**config.mk**
```make
export PLATFORM = sky130hd
export DESIGN_NAME = cms_mode_sequencer
export DESIGN_NICKNAME = d
export VERILOG_FILES = /design/src/inc/cms_pkg.sv /design/src/logic/cms_cal_mem.sv /design/src/logic/cms_mode_sequencer.sv
export VERILOG_INCLUDE_DIRS = /design/src /design/src/inc
export SDC_FILE = /design/constraint.sdc
export NUM_CORES = 1
export LEC_CHECK = 0
export BUFFER_PORTS_ARGS = -buffer_cell sky130_fd_sc_hd__buf_2
export CAP_MARGIN = 5
export CORE_MARGIN = 2
export CORE_UTILIZATION = 59
export CTS_BUF_LIST = sky130_fd_sc_hd__clkbuf_2 sky130_fd_sc_hd__clkbuf_4 sky130_fd_sc_hd__clkbuf_8
export DETAILED_ROUTE_END_ITERATION = 10
export PLACE_DENSITY = 0.82
export RECOVER_POWER = 100
export SLEW_MARGIN = 10
export SYNTH_ARGS = -nofsm -noshare
export SYNTH_HDL_FRONTEND = slang
export SYNTH_HIERARCHICAL = 1
export SYNTH_SLANG_ARGS = --single-unit
```
**constraint.sdc**
```tcl
create_clock -name I_CORE_CLK -period 3.1 [get_ports I_CORE_CLK]
set_input_delay 0.31 -clock I_CORE_CLK [delete_from_list [all_inputs] [get_ports I_CORE_CLK]]
set_output_delay 0.31 -clock I_CORE_CLK [all_outputs]
set_load 0.005 [all_outputs]
```
**src/inc/cms_consts.svh**
```systemverilog
// Offsets, field positions, reset values and timing counts of the mode sequencer
`ifndef CMS_CONSTS_SVH
`define CMS_CONSTS_SVH

`define CMS_ADDR_W 8
`define CMS_DATA_W 32

`define CMS_OFS_STATUS 8'h00
`define CMS_OFS_TEMP 8'h04
`define CMS_OFS_FIELD_X 8'h08
`define CMS_OFS_FIELD_Y 8'h0C
`define CMS_OFS_FIELD_Z 8'h10
`define CMS_OFS_MODE_SEL 8'h14
`define CMS_OFS_COND_X 8'h18
`define CMS_OFS_COND_Y 8'h1C
`define CMS_OFS_COND_Z 8'h20
`define CMS_OFS_NVM_BASE 8'h40
`define CMS_NVM_WORDS 8
`define CMS_NVM_IDX_W 3

`define CMS_STAT_DONE_BIT 0
`define CMS_STAT_MODE_LSB 1
`define CMS_MODE_LSB 0

`define CMS_MODE_MEASURE 2'h0
`define CMS_MODE_NVM 2'h2
`define CMS_MODE_POWER_DOWN 2'h3

`define CMS_RESULT_RST 8'h00
`define CMS_COND_RST 8'h00
`define CMS_NVM_RST 64'h0000_0000_0000_0000

`define CMS_RESP_OKAY 2'h0
`define CMS_RESP_SLVERR 2'h2

`define CMS_CLK_PERIOD_PS 10000
`define CMS_TSM_PS 64'd12560000000
`define CMS_TSM_CYCLES (`CMS_TSM_PS / `CMS_CLK_PERIOD_PS)

`endif

```
**src/inc/cms_pkg.sv**
```systemverilog
// Types shared by the mode sequencer, its checker, host model and bench
package cms_pkg;

    typedef logic [7:0] cms_addr_t;
    typedef logic [31:0] cms_data_t;
    typedef logic [7:0] cms_byte_t;

    typedef enum logic [2:0] {
        ST_POWER_DOWN = 3'b000,
        ST_MEAS_TEMP = 3'b001,
        ST_MEAS_X = 3'b010,
        ST_MEAS_Y = 3'b011,
        ST_MEAS_Z = 3'b100,
        ST_NVM = 3'b101
    } cms_state_e;

    typedef struct packed {
        cms_addr_t awaddr;
        logic awvalid;
        cms_data_t wdata;
        logic [3:0] wstrb;
        logic wvalid;
        logic bready;
        cms_addr_t araddr;
        logic arvalid;
        logic rready;
    } cms_axil_req_s;

    typedef struct packed {
        logic awready;
        logic wready;
        logic [1:0] bresp;
        logic bvalid;
        logic arready;
        cms_data_t rdata;
        logic [1:0] rresp;
        logic rvalid;
    } cms_axil_rsp_s;

    typedef struct packed {
        cms_byte_t temp;
        cms_byte_t x;
        cms_byte_t y;
        cms_byte_t z;
    } cms_sample_s;

endpackage

```
**src/logic/cms_cal_mem.sv**
```systemverilog
// Small calibration memory with registered read data
`timescale 1ns/1ps
`include "cms_consts.svh"

module cms_cal_mem #(
    parameter int WORDS = `CMS_NVM_WORDS,
    parameter int IDX_W = `CMS_NVM_IDX_W,
    parameter logic [8*`CMS_NVM_WORDS-1:0] FACTORY = `CMS_NVM_RST
) (
    input wire logic i_clk,
    input wire logic i_rst_n,
    input wire logic i_we,
    input wire logic [IDX_W-1:0] i_waddr,
    input wire logic [7:0] i_wdata,
    input wire logic [IDX_W-1:0] i_raddr,
    output logic [7:0] o_rdata
);
    logic [7:0] mem [WORDS];

    // Factory image reloads at reset; stands in for the nonvolatile cells
    always_ff @(posedge i_clk) begin
        for (int i = 0; i < WORDS; i++) begin
            if (!i_rst_n) begin
                mem[i] <= FACTORY[8*i +: 8];
            end else if (i_we && (i_waddr == IDX_W'(i))) begin
                mem[i] <= i_wdata;
            end
        end
    end

    always_ff @(posedge i_clk) begin
        if (!i_rst_n) begin
            o_rdata <= 8'h00;
        end else begin
            o_rdata <= mem[i_raddr];
        end
    end
endmodule // cms_cal_mem

```
**src/logic/cms_mode_sequencer.sv**
```systemverilog
// Operating-mode controller and measurement sequencer with AXI4-Lite registers
//
// Design decisions made here: the address map and the AXI4-Lite interface to the registers.
`timescale 1ns/1ps
`include "cms_consts.svh"

module cms_mode_sequencer
    import cms_pkg::*;
#(
    parameter int MEAS_CYCLES = int'(`CMS_TSM_CYCLES),
    parameter logic [8*`CMS_NVM_WORDS-1:0] NVM_FACTORY = `CMS_NVM_RST
) (
    input wire logic I_CORE_CLK,
    input wire logic I_RST_N,
    input wire cms_pkg::cms_axil_req_s I_AXIL_REQ,
    output cms_pkg::cms_axil_rsp_s O_AXIL_RSP,
    input wire cms_pkg::cms_sample_s I_SENSOR_SAMPLE,
    output logic O_MEAS_DONE,
    output logic O_ANALOG_PWR_EN,
    output cms_pkg::cms_byte_t O_COND_X,
    output cms_pkg::cms_byte_t O_COND_Y,
    output cms_pkg::cms_byte_t O_COND_Z
);
    import cms_pkg::*;

    // Four equal phases; the last cycle of each phase stores its sample
    localparam int PHASE_LEN = (MEAS_CYCLES / 4 < 1) ? 1 : MEAS_CYCLES / 4;
    localparam int CNT_W = $clog2(PHASE_LEN + 1);
    localparam logic [CNT_W-1:0] PHASE_LAST = CNT_W'(PHASE_LEN - 1);
    localparam int NVM_W = `CMS_NVM_IDX_W;

    function automatic logic word_hit(input cms_addr_t a, input cms_addr_t ofs);
        return a[7:2] == ofs[7:2];
    endfunction

    function automatic logic is_result(input cms_addr_t a);
        return word_hit(a, `CMS_OFS_TEMP) || word_hit(a, `CMS_OFS_FIELD_X)
            || word_hit(a, `CMS_OFS_FIELD_Y) || word_hit(a, `CMS_OFS_FIELD_Z);
    endfunction

    function automatic logic is_nvm(input cms_addr_t a);
        return (a >= `CMS_OFS_NVM_BASE)
            && (a < `CMS_ADDR_W'(`CMS_OFS_NVM_BASE + 4 * `CMS_NVM_WORDS));
    endfunction

    function automatic logic [NVM_W-1:0] nvm_index(input cms_addr_t a);
        return a[NVM_W+1:2];
    endfunction

    function automatic logic is_mapped(input cms_addr_t a);
        return word_hit(a, `CMS_OFS_STATUS) || is_result(a)
            || word_hit(a, `CMS_OFS_MODE_SEL) || word_hit(a, `CMS_OFS_COND_X)
            || word_hit(a, `CMS_OFS_COND_Y) || word_hit(a, `CMS_OFS_COND_Z) || is_nvm(a);
    endfunction

    cms_state_e state;
    logic [CNT_W-1:0] phase_cnt;
    logic phase_end;
    logic measuring;
    logic done;
    cms_byte_t temp_result;
    cms_byte_t field_x_result;
    cms_byte_t field_y_result;
    cms_byte_t field_z_result;
    cms_byte_t cond_x;
    cms_byte_t cond_y;
    cms_byte_t cond_z;
    cms_sample_s sample_meta;
    cms_sample_s sample;

    logic aw_held;
    cms_addr_t aw_addr;
    logic w_held;
    cms_data_t w_data;
    logic [3:0] w_strb;
    logic bvalid;
    logic [1:0] bresp;
    logic do_write;
    logic low_lane;

    logic r_pend;
    cms_addr_t r_addr;
    logic rvalid;
    cms_data_t rdata;
    logic [1:0] rresp;
    logic rd_take;
    cms_data_t next_rdata;

    logic mode_wr;
    logic [1:0] mode_code;
    logic enter_meas;
    logic enter_nvm;
    logic nvm_we;
    cms_byte_t nvm_rdata;

    // Sensor front-end levels come from the analog side: two stages first
    always_ff @(posedge I_CORE_CLK) begin
        if (!I_RST_N) begin
            sample_meta <= '0;
            sample <= '0;
        end else begin
            sample_meta <= I_SENSOR_SAMPLE;
            sample <= sample_meta;
        end
    end

    // Write channel: address and data taken in either order, then answered
    always_comb begin
        do_write = aw_held && w_held && !bvalid;
        low_lane = w_strb[0];
        mode_wr = do_write && low_lane && word_hit(aw_addr, `CMS_OFS_MODE_SEL);
        mode_code = w_data[`CMS_MODE_LSB +: 2];
        nvm_we = do_write && low_lane && is_nvm(aw_addr) && (state == ST_NVM);
    end

    always_ff @(posedge I_CORE_CLK) begin
        if (!I_RST_N) begin
            aw_held <= 1'b0;
            aw_addr <= '0;
        end else if (I_AXIL_REQ.awvalid && !aw_held) begin
            aw_held <= 1'b1;
            aw_addr <= I_AXIL_REQ.awaddr;
        end else if (do_write) begin
            aw_held <= 1'b0;
        end
    end

    always_ff @(posedge I_CORE_CLK) begin
        if (!I_RST_N) begin
            w_held <= 1'b0;
            w_data <= '0;
            w_strb <= '0;
        end else if (I_AXIL_REQ.wvalid && !w_held) begin
            w_held <= 1'b1;
            w_data <= I_AXIL_REQ.wdata;
            w_strb <= I_AXIL_REQ.wstrb;
        end else if (do_write) begin
            w_held <= 1'b0;
        end
    end

    always_ff @(posedge I_CORE_CLK) begin
        if (!I_RST_N) begin
            bvalid <= 1'b0;
            bresp <= `CMS_RESP_OKAY;
        end else if (do_write) begin
            bvalid <= 1'b1;
            bresp <= is_mapped(aw_addr) ? `CMS_RESP_OKAY : `CMS_RESP_SLVERR;
        end else if (bvalid && I_AXIL_REQ.bready) begin
            bvalid <= 1'b0;
        end
    end

    // Conditions are writable in any mode; the host keeps them to power-down
    always_ff @(posedge I_CORE_CLK) begin
        if (!I_RST_N) begin
            cond_x <= `CMS_COND_RST;
            cond_y <= `CMS_COND_RST;
            cond_z <= `CMS_COND_RST;
        end else if (do_write && low_lane) begin
            if (word_hit(aw_addr, `CMS_OFS_COND_X)) begin
                cond_x <= w_data[7:0];
            end
            if (word_hit(aw_addr, `CMS_OFS_COND_Y)) begin
                cond_y <= w_data[7:0];
            end
            if (word_hit(aw_addr, `CMS_OFS_COND_Z)) begin
                cond_z <= w_data[7:0];
            end
        end
    end

    // Mode sequencing
    always_comb begin
        measuring = (state == ST_MEAS_TEMP) || (state == ST_MEAS_X)
            || (state == ST_MEAS_Y) || (state == ST_MEAS_Z);
        phase_end = measuring && (phase_cnt == PHASE_LAST);
        enter_meas = (state == ST_POWER_DOWN) && mode_wr
            && (mode_code == `CMS_MODE_MEASURE) && !done;
        enter_nvm = (state == ST_POWER_DOWN) && mode_wr && (mode_code == `CMS_MODE_NVM);
    end

    always_ff @(posedge I_CORE_CLK) begin
        if (!I_RST_N) begin
            state <= ST_POWER_DOWN;
        end else begin
            unique case (state)
                ST_POWER_DOWN: begin
                    if (enter_meas) begin
                        state <= ST_MEAS_TEMP;
                    end else if (enter_nvm) begin
                        state <= ST_NVM;
                    end
                end
                ST_MEAS_TEMP: begin
                    if (phase_end) begin
                        state <= ST_MEAS_X;
                    end
                end
                ST_MEAS_X: begin
                    if (phase_end) begin
                        state <= ST_MEAS_Y;
                    end
                end
                ST_MEAS_Y: begin
                    if (phase_end) begin
                        state <= ST_MEAS_Z;
                    end
                end
                ST_MEAS_Z: begin
                    if (phase_end) begin
                        state <= ST_POWER_DOWN;
                    end
                end
                ST_NVM: begin
                    // Any other code here is dropped: the way out is power-down only
                    if (mode_wr && (mode_code == `CMS_MODE_POWER_DOWN)) begin
                        state <= ST_POWER_DOWN;
                    end
                end
                default: begin
                    state <= ST_POWER_DOWN;
                end
            endcase
        end
    end

    always_ff @(posedge I_CORE_CLK) begin
        if (!I_RST_N) begin
            phase_cnt <= '0;
        end else if (!measuring || phase_end) begin
            phase_cnt <= '0;
        end else begin
            phase_cnt <= phase_cnt + 1'b1;
        end
    end

    // Analog power follows the mode; off whenever idle in power-down
    always_ff @(posedge I_CORE_CLK) begin
        if (!I_RST_N) begin
            O_ANALOG_PWR_EN <= 1'b0;
        end else begin
            O_ANALOG_PWR_EN <= enter_meas || enter_nvm
                || (measuring && !(state == ST_MEAS_Z && phase_end))
                || (state == ST_NVM && !(mode_wr && mode_code == `CMS_MODE_POWER_DOWN));
        end
    end

    always_ff @(posedge I_CORE_CLK) begin
        if (!I_RST_N) begin
            temp_result <= `CMS_RESULT_RST;
        end else if ((state == ST_MEAS_TEMP) && phase_end) begin
            temp_result <= sample.temp;
        end
    end

    always_ff @(posedge I_CORE_CLK) begin
        if (!I_RST_N) begin
            field_x_result <= `CMS_RESULT_RST;
            field_y_result <= `CMS_RESULT_RST;
            field_z_result <= `CMS_RESULT_RST;
        end else if (enter_meas || enter_nvm) begin
            field_x_result <= `CMS_RESULT_RST;
            field_y_result <= `CMS_RESULT_RST;
            field_z_result <= `CMS_RESULT_RST;
        end else if (phase_end) begin
            if (state == ST_MEAS_X) begin
                field_x_result <= sample.x;
            end
            if (state == ST_MEAS_Y) begin
                field_y_result <= sample.y;
            end
            if (state == ST_MEAS_Z) begin
                field_z_result <= sample.z;
            end
        end
    end

    // One flag drives both pin and status bit, so they always fall together
    always_ff @(posedge I_CORE_CLK) begin
        if (!I_RST_N) begin
            done <= 1'b0;
        end else if ((state == ST_MEAS_Z) && phase_end) begin
            done <= 1'b1;
        end else if (rd_take && is_result(I_AXIL_REQ.araddr)) begin
            done <= 1'b0;
        end
    end

    // Read channel: one read in flight; data two cycles after the address
    always_comb begin
        rd_take = I_AXIL_REQ.arvalid && !r_pend && !rvalid;
    end

    always_ff @(posedge I_CORE_CLK) begin
        if (!I_RST_N) begin
            r_pend <= 1'b0;
            r_addr <= '0;
        end else begin
            r_pend <= rd_take;
            if (rd_take) begin
                r_addr <= I_AXIL_REQ.araddr;
            end
        end
    end

    always_comb begin
        next_rdata = '0;
        if (word_hit(r_addr, `CMS_OFS_STATUS)) begin
            next_rdata[`CMS_STAT_DONE_BIT] = done;
            next_rdata[`CMS_STAT_MODE_LSB +: 3] = state;
        end else if (word_hit(r_addr, `CMS_OFS_TEMP)) begin
            next_rdata[7:0] = temp_result;
        end else if (word_hit(r_addr, `CMS_OFS_FIELD_X)) begin
            next_rdata[7:0] = field_x_result;
        end else if (word_hit(r_addr, `CMS_OFS_FIELD_Y)) begin
            next_rdata[7:0] = field_y_result;
        end else if (word_hit(r_addr, `CMS_OFS_FIELD_Z)) begin
            next_rdata[7:0] = field_z_result;
        end else if (word_hit(r_addr, `CMS_OFS_COND_X)) begin
            next_rdata[7:0] = cond_x;
        end else if (word_hit(r_addr, `CMS_OFS_COND_Y)) begin
            next_rdata[7:0] = cond_y;
        end else if (word_hit(r_addr, `CMS_OFS_COND_Z)) begin
            next_rdata[7:0] = cond_z;
        end else if (is_nvm(r_addr) && (state == ST_NVM)) begin
            // Memory is unpowered outside its access mode and reads as zero
            next_rdata[7:0] = nvm_rdata;
        end
    end

    always_ff @(posedge I_CORE_CLK) begin
        if (!I_RST_N) begin
            rvalid <= 1'b0;
            rdata <= '0;
            rresp <= `CMS_RESP_OKAY;
        end else if (r_pend) begin
            rvalid <= 1'b1;
            rdata <= next_rdata;
            rresp <= is_mapped(r_addr) ? `CMS_RESP_OKAY : `CMS_RESP_SLVERR;
        end else if (rvalid && I_AXIL_REQ.rready) begin
            rvalid <= 1'b0;
        end
    end

    // Writes land only in access mode; normal software never issues them
    cms_cal_mem #(
        .WORDS(`CMS_NVM_WORDS),
        .IDX_W(NVM_W),
        .FACTORY(NVM_FACTORY)
    ) u_cal_mem (
        .i_clk(I_CORE_CLK),
        .i_rst_n(I_RST_N),
        .i_we(nvm_we),
        .i_waddr(nvm_index(aw_addr)),
        .i_wdata(w_data[7:0]),
        .i_raddr(nvm_index(I_AXIL_REQ.araddr)),
        .o_rdata(nvm_rdata)
    );

    always_comb begin
        O_AXIL_RSP.awready = !aw_held;
        O_AXIL_RSP.wready = !w_held;
        O_AXIL_RSP.bvalid = bvalid;
        O_AXIL_RSP.bresp = bresp;
        O_AXIL_RSP.arready = !r_pend && !rvalid;
        O_AXIL_RSP.rvalid = rvalid;
        O_AXIL_RSP.rdata = rdata;
        O_AXIL_RSP.rresp = rresp;
    end

    assign O_MEAS_DONE = done;
    assign O_COND_X = cond_x;
    assign O_COND_Y = cond_y;
    assign O_COND_Z = cond_z;
endmodule // cms_mode_sequencer

```
# == Word level (Yosys, flattened, before mapping) ==
# Memory sizes are Yosys's and may differ from the RTL's. A register that Yosys moved wholly into a read port is not among the register bits.
# Index checks and enable logic that the tools add are counted.
# totals
in_bits,91
n_memories,1
ramBits,64
output_inout_bits,67
reg_bits,186
# mem_list
name,depth,word_bits,read_ports,rd_clocked_by_memory_dff,wr,line,text
u_cal_mem.mem,8,8,1,1,8,cms_cal_mem.sv:18,logic [7:0] mem [WORDS];
# classes
n_reduce_logical,92
n_addsub,1
n_eq_ne,41
order_cmp,4
n_bitwise,9
n_mux,62
# op_table
cell,count
8-bit two-way mux,16
"6-bit by 3-bit equality test with 1-bit output, second input constant",9
"6-bit by 2-bit equality test with 1-bit output, second input constant",6
1-bit logical AND,35
1-bit two-way mux,34
1-bit logical OR,28
3-bit two-way mux,7
"19-bit by 1-bit adder with 19-bit output, second input constant",1
"19-bit equality test, second input constant",1
"3-bit equality test, second input constant",6
"6-bit by 1-bit equality test with 1-bit output, second input constant",3
3-bit case mux with 6 select lines,1
"8-bit by 7-bit greater-or-equal comparator with 1-bit output, second input constant",2
"8-bit by 7-bit less-than comparator with 1-bit output, second input constant",2
"3-bit by 2-bit equality test with 1-bit output, second input constant",4
"6-bit by 4-bit equality test with 1-bit output, second input constant",2
6-bit logical NOT,2
2-bit AND reduction,6
1-bit logical NOT,10
"2-bit inequality test, second input constant",5
2-bit nonzero test,5
4-bit two-way mux,2
1-bit bitwise OR,8
"3-bit by 1-bit equality test with 1-bit output, second input constant",2
other kinds (8),12

# == Logic depth before layout (Yosys ltp) ==
# logic_depth
word_depth,12
depth_mapped,7
mapped_depth_nobuf,6

# == Hierarchy ==
# The synthesis kept the hierarchy.
# modules_own_cells
module,cells_each,area_per_inst_um2,n_inst
cms_mode_sequencer,749,7240.7,1
cms_cal_mem,198,3156.8,1

# == Worst setup path before layout ==
# OpenSTA, ideal clock, no wires.
# synth_timing
path_type,register to register
start,reg aw_held
end,"mem u_cal_mem.mem[0][0], enable pin"
t_required_ns,2.713
slack_ns,0.708
stages_incl_launch_ff,7
arrival_ns,2.005
period_less_slack_ns,2.392
path_buffers,1
path_cell_list,dfxtp_1 -> and3b_1 -> buf_2 -> nand2_1 -> nor4bb_1 -> nand2b_1 -> o31ai_1
# synth_lines
item,line,text
"start, declared",cms_mode_sequencer.sv:71,logic aw_held;
"start signal, assigned",cms_mode_sequencer.sv:118,aw_held <= 1'b0;
"start signal, assigned",cms_mode_sequencer.sv:121,aw_held <= 1'b1;
"start signal, assigned",cms_mode_sequencer.sv:124,aw_held <= 1'b0;
"end, declared",cms_cal_mem.sv:18,

==> results.sh <==
export IMPL_p_clk_frac=0.417
export IMPL_skew_ns=0.0122
export IMPL_die_w_um=137
export IMPL_intPower_mw=5.28
export IMPL_drt_iter0_drc=523
export IMPL_finalCriticalPeriod_ns=2.70
export IMPL_synth_main_ff_cell="dfxtp_1"
export IMPL_max_vdd_ir_drop_v=0.000424
export IMPL_synth_seq_area_share=0.547
export IMPL_synth_area_um2=10400
export IMPL_coreArea_um2=17200
export IMPL_final_cell_mix="dfxtp_1, nor2_1, mux2i_1, and2_0, buf_2"
export IMPL_crit_type="flop to flop"
export IMPL_min_period_over_period=0.872
export IMPL_worstHoldPathCells=3
export IMPL_n_fill_cell=1257
export IMPL_critical_path_max_fanout=12
export IMPL_synthArstFlopShare=0
export IMPL_area_delta_synth_final_pct=16.1
export IMPL_seq_power_share=0.520
export IMPL_grt_start_max_net_pins=60
export IMPL_grt_pass1_vias=7409
export IMPL_switching_power_mw=1.56
export IMPL_routed_wl_um=23400
export IMPL_drcViolationCount=0
export IMPL_io_pins=158
export IMPL_clock_path_buffers=3
export IMPL_syn_area_per_cell_um2=11.0
export IMPL_worstHoldStart="I_AXIL_REQ[22]"
export IMPL_p_total_mw=6.83
export IMPL_dp_hpwl_um=15300
export IMPL_synth_distinct_cells=70
export IMPL_routabilityCongestion=0.836
export IMPL_hold_path_end="w_data[6]"
export IMPL_layout_commonest_cell="dfxtp_1"
export IMPL_hold_class="input pin to flop"
export IMPL_start_kind="flop"
export IMPL_r2r_start="state[0]"
export IMPL_wl_per_cell_um=17.4
export IMPL_synth_seq_cells=252
export IMPL_synthCells=947
export IMPL_drive_above_1_share=0.146
export IMPL_first_pass_iters=5
export IMPL_placementRows=48
export IMPL_switching_share=0.228
export IMPL_grt_usage=0.259
export IMPL_cts_buffers=40
export IMPL_rr_worst_depth=5
export IMPL_setup_tns_ns=0
export IMPL_yosysWarnings=6
export IMPL_utilization=0.700
export IMPL_clock_sinks=252
export IMPL_holdWs_ns=0.0217
export IMPL_root_buffer="clkbuf_8"
export IMPL_timing_rr_end="u_cal_mem/mem[4][0]"
export IMPL_htree_levels=2
export IMPL_violations="capacitance limit, slew limit"
export IMPL_synth_edf_count=64
export IMPL_antenna_found_initial=0
export IMPL_worst_slew_pin_slew_ns=1.86
export IMPL_reg2reg_slack_ns=0.40
export IMPL_relSlewSlack=-0.237
export IMPL_required_ns=3.50
export IMPL_drv_slew=113
export IMPL_rsz0062_at_grt="no"
export IMPL_seqCellArea_um2=5690
export IMPL_final_antenna_net_count=0
export IMPL_placement_io_buffers=100
export IMPL_dieArea_um2=18700
export IMPL_setup_viol_count_final=0
export IMPL_leakagePower_nw=4.85
export IMPL_pwr_density_cell_nw_per_um2=566
export IMPL_cts_tree="done"
export IMPL_comb_power_share=0.063
export IMPL_start_util=0.603
export IMPL_routed_via_density=5.43
export IMPL_multiInputGateArea_um2=4330
export IMPL_clock_latency_ns=0.54
export IMPL_hold_viol=0
export IMPL_via_count=7325
export IMPL_grt_pass1_wl_um=37100
export IMPL_max_freq_ghz=0.370
export IMPL_grt_overflow=0
export IMPL_final_nets=1188
export IMPL_antennaDiodeCount=0
export IMPL_outcome="complete, but fails checks"
export IMPL_maxCapViolations=2
export IMPL_crit_arrival_ns=3.10
export IMPL_end_kind="flop"
export IMPL_clkTransAtPathRegs_ns=0.06
export IMPL_die_h_um=137
==> cell usage after synthesis (all sizes together) (3+ instances only) <==
library cell	instances	share of area
clkbuf	29	0.010
nand4	13	0.0084
nor4	7	0.0069
o21ai	27	0.013
nor2b	53	0.032
inv	10	0.0036
mux4	16	0.038
or2	3	0.0018
a21boi	11	0.0079
a21oi	10	0.0048
and3	7	0.0042
mux2i	81	0.078
dfxtp	188	0.36
o31ai	3	0.0022
nor3	11	0.0053
nand3	15	0.0082
a221oi	4	0.0034
nor2	81	0.029
nand2	52	0.019
edfxtp	64	0.18
or4	3	0.0025
buf	45	0.031
xnor2	10	0.0084
nor3b	8	0.0058
xor2	9	0.0076
nand3b	3	0.0022
nand2b	9	0.0054
and2	129	0.078
or3	5	0.0030
==> final cells by class <==
cell class	instances	area share
sequential	252	0.471
inverter	10	0.00311
multi-input combinational	636	0.359
tap	225	0.0233
clock buffer	59	0.0611
timing repair buffer	156	0.0765
clock inverter	10	0.00632
==> flip-flops by register name (all words and copies together), names as in the netlist, 8 cells and up <==
register	flops
field_y_result	8
field_x_result	8
sample_meta	32
w_data	8
O_COND_Z	8
O_COND_Y	8
field_z_result	8
rdata	8
u_cal_mem/o_rdata	8
sample	32
temp_result	8
O_COND_X	8
u_cal_mem/mem	64
phase_cnt	19
==> stage by stage <==
step | setup slack (ns) | cell area [um2] | instances
after CTS | 0.496 | 12200 | 1348
after global routing | 0.172 | 12100 | 1348
after detailed placement | 0.533 | 11000 | 1244
after global placement | 0.665 | 11000 | 1244
after floorplan | 0.708 | 10500 | 972
final | 0.398 | 12100 | 1348
==> worst max path at each step <==
stage | from | to | slack [ns] | cells past startpoint
3_3_place_gp | state[0] | u_cal_mem/mem[4][7] | 0.67 | 5
3_5_place_dp | state[0] | u_cal_mem/mem[4][0] | 0.53 | 5
5_1_grt | w_held | u_cal_mem/mem[4][2] | 0.17 | 6
4_1_cts | state[0] | u_cal_mem/mem[4][0] | 0.50 | 5
2_1_floorplan | aw_held | u_cal_mem/mem[0][0] | 0.71 | 6
6_report | state[0] | u_cal_mem/mem[4][0] | 0.40 | 5
==> worst max-delay path: stages (launching register included) <==
cell,delay [ns]
dfxtp_1,0.57
and3b_1,0.30
nor4bb_1,0.50
nand3_1,0.25
nor3_1,0.72
and2_0,0.23
==> cells by family (layout without fill, tap and decap cells) <==
group	Yosys count	in the layout	synth area share
AOI/OAI and AO/OA	85	85	0.0558
xor gates and xnor gates	19	19	0.0160
adders and majority gates	1	1	0.00120
buffers and inverters	84	235	0.0450
DFF	252	252	0.547
muxes	97	97	0.116
other	1	26	0.000361
and+or+nand+nor	408	408	0.219
==> repair_timing <==
item                       in CTS  in global routing
setup buffers                   0                  0
hold buffers                   35                  0
gates resized for setup         0                  0
hold endpoints to repair       35                  0
setup endpoints to repair       0                  0
==> power by group through the flow <==
stage	clock, mW	sequential [mW]	combinational [mW]
after global placement	0	3.61	0.388
after detailed placement	0	3.62	0.396
after global routing	3.04	3.56	0.474
after floorplan	0	3.58	0.305
final	2.85	3.55	0.431
after CTS	2.90	3.55	0.431
==> metal layers <==
| metal | vias to the layer above | track usage | wire length (um) |
|---|---|---|---|
| met2 | 242 | 0.449 | 11700 |
| met3 | 72 | 0.0481 | 1310 |
| li1 | 3532 | - | - |
| met1 | 3479 | 0.308 | 9510 |
| met5 | - | 0 | 0 |
| met4 | 0 | 0.133 | 941 |
No activity file was read; power rests on OpenSTA's default activity.
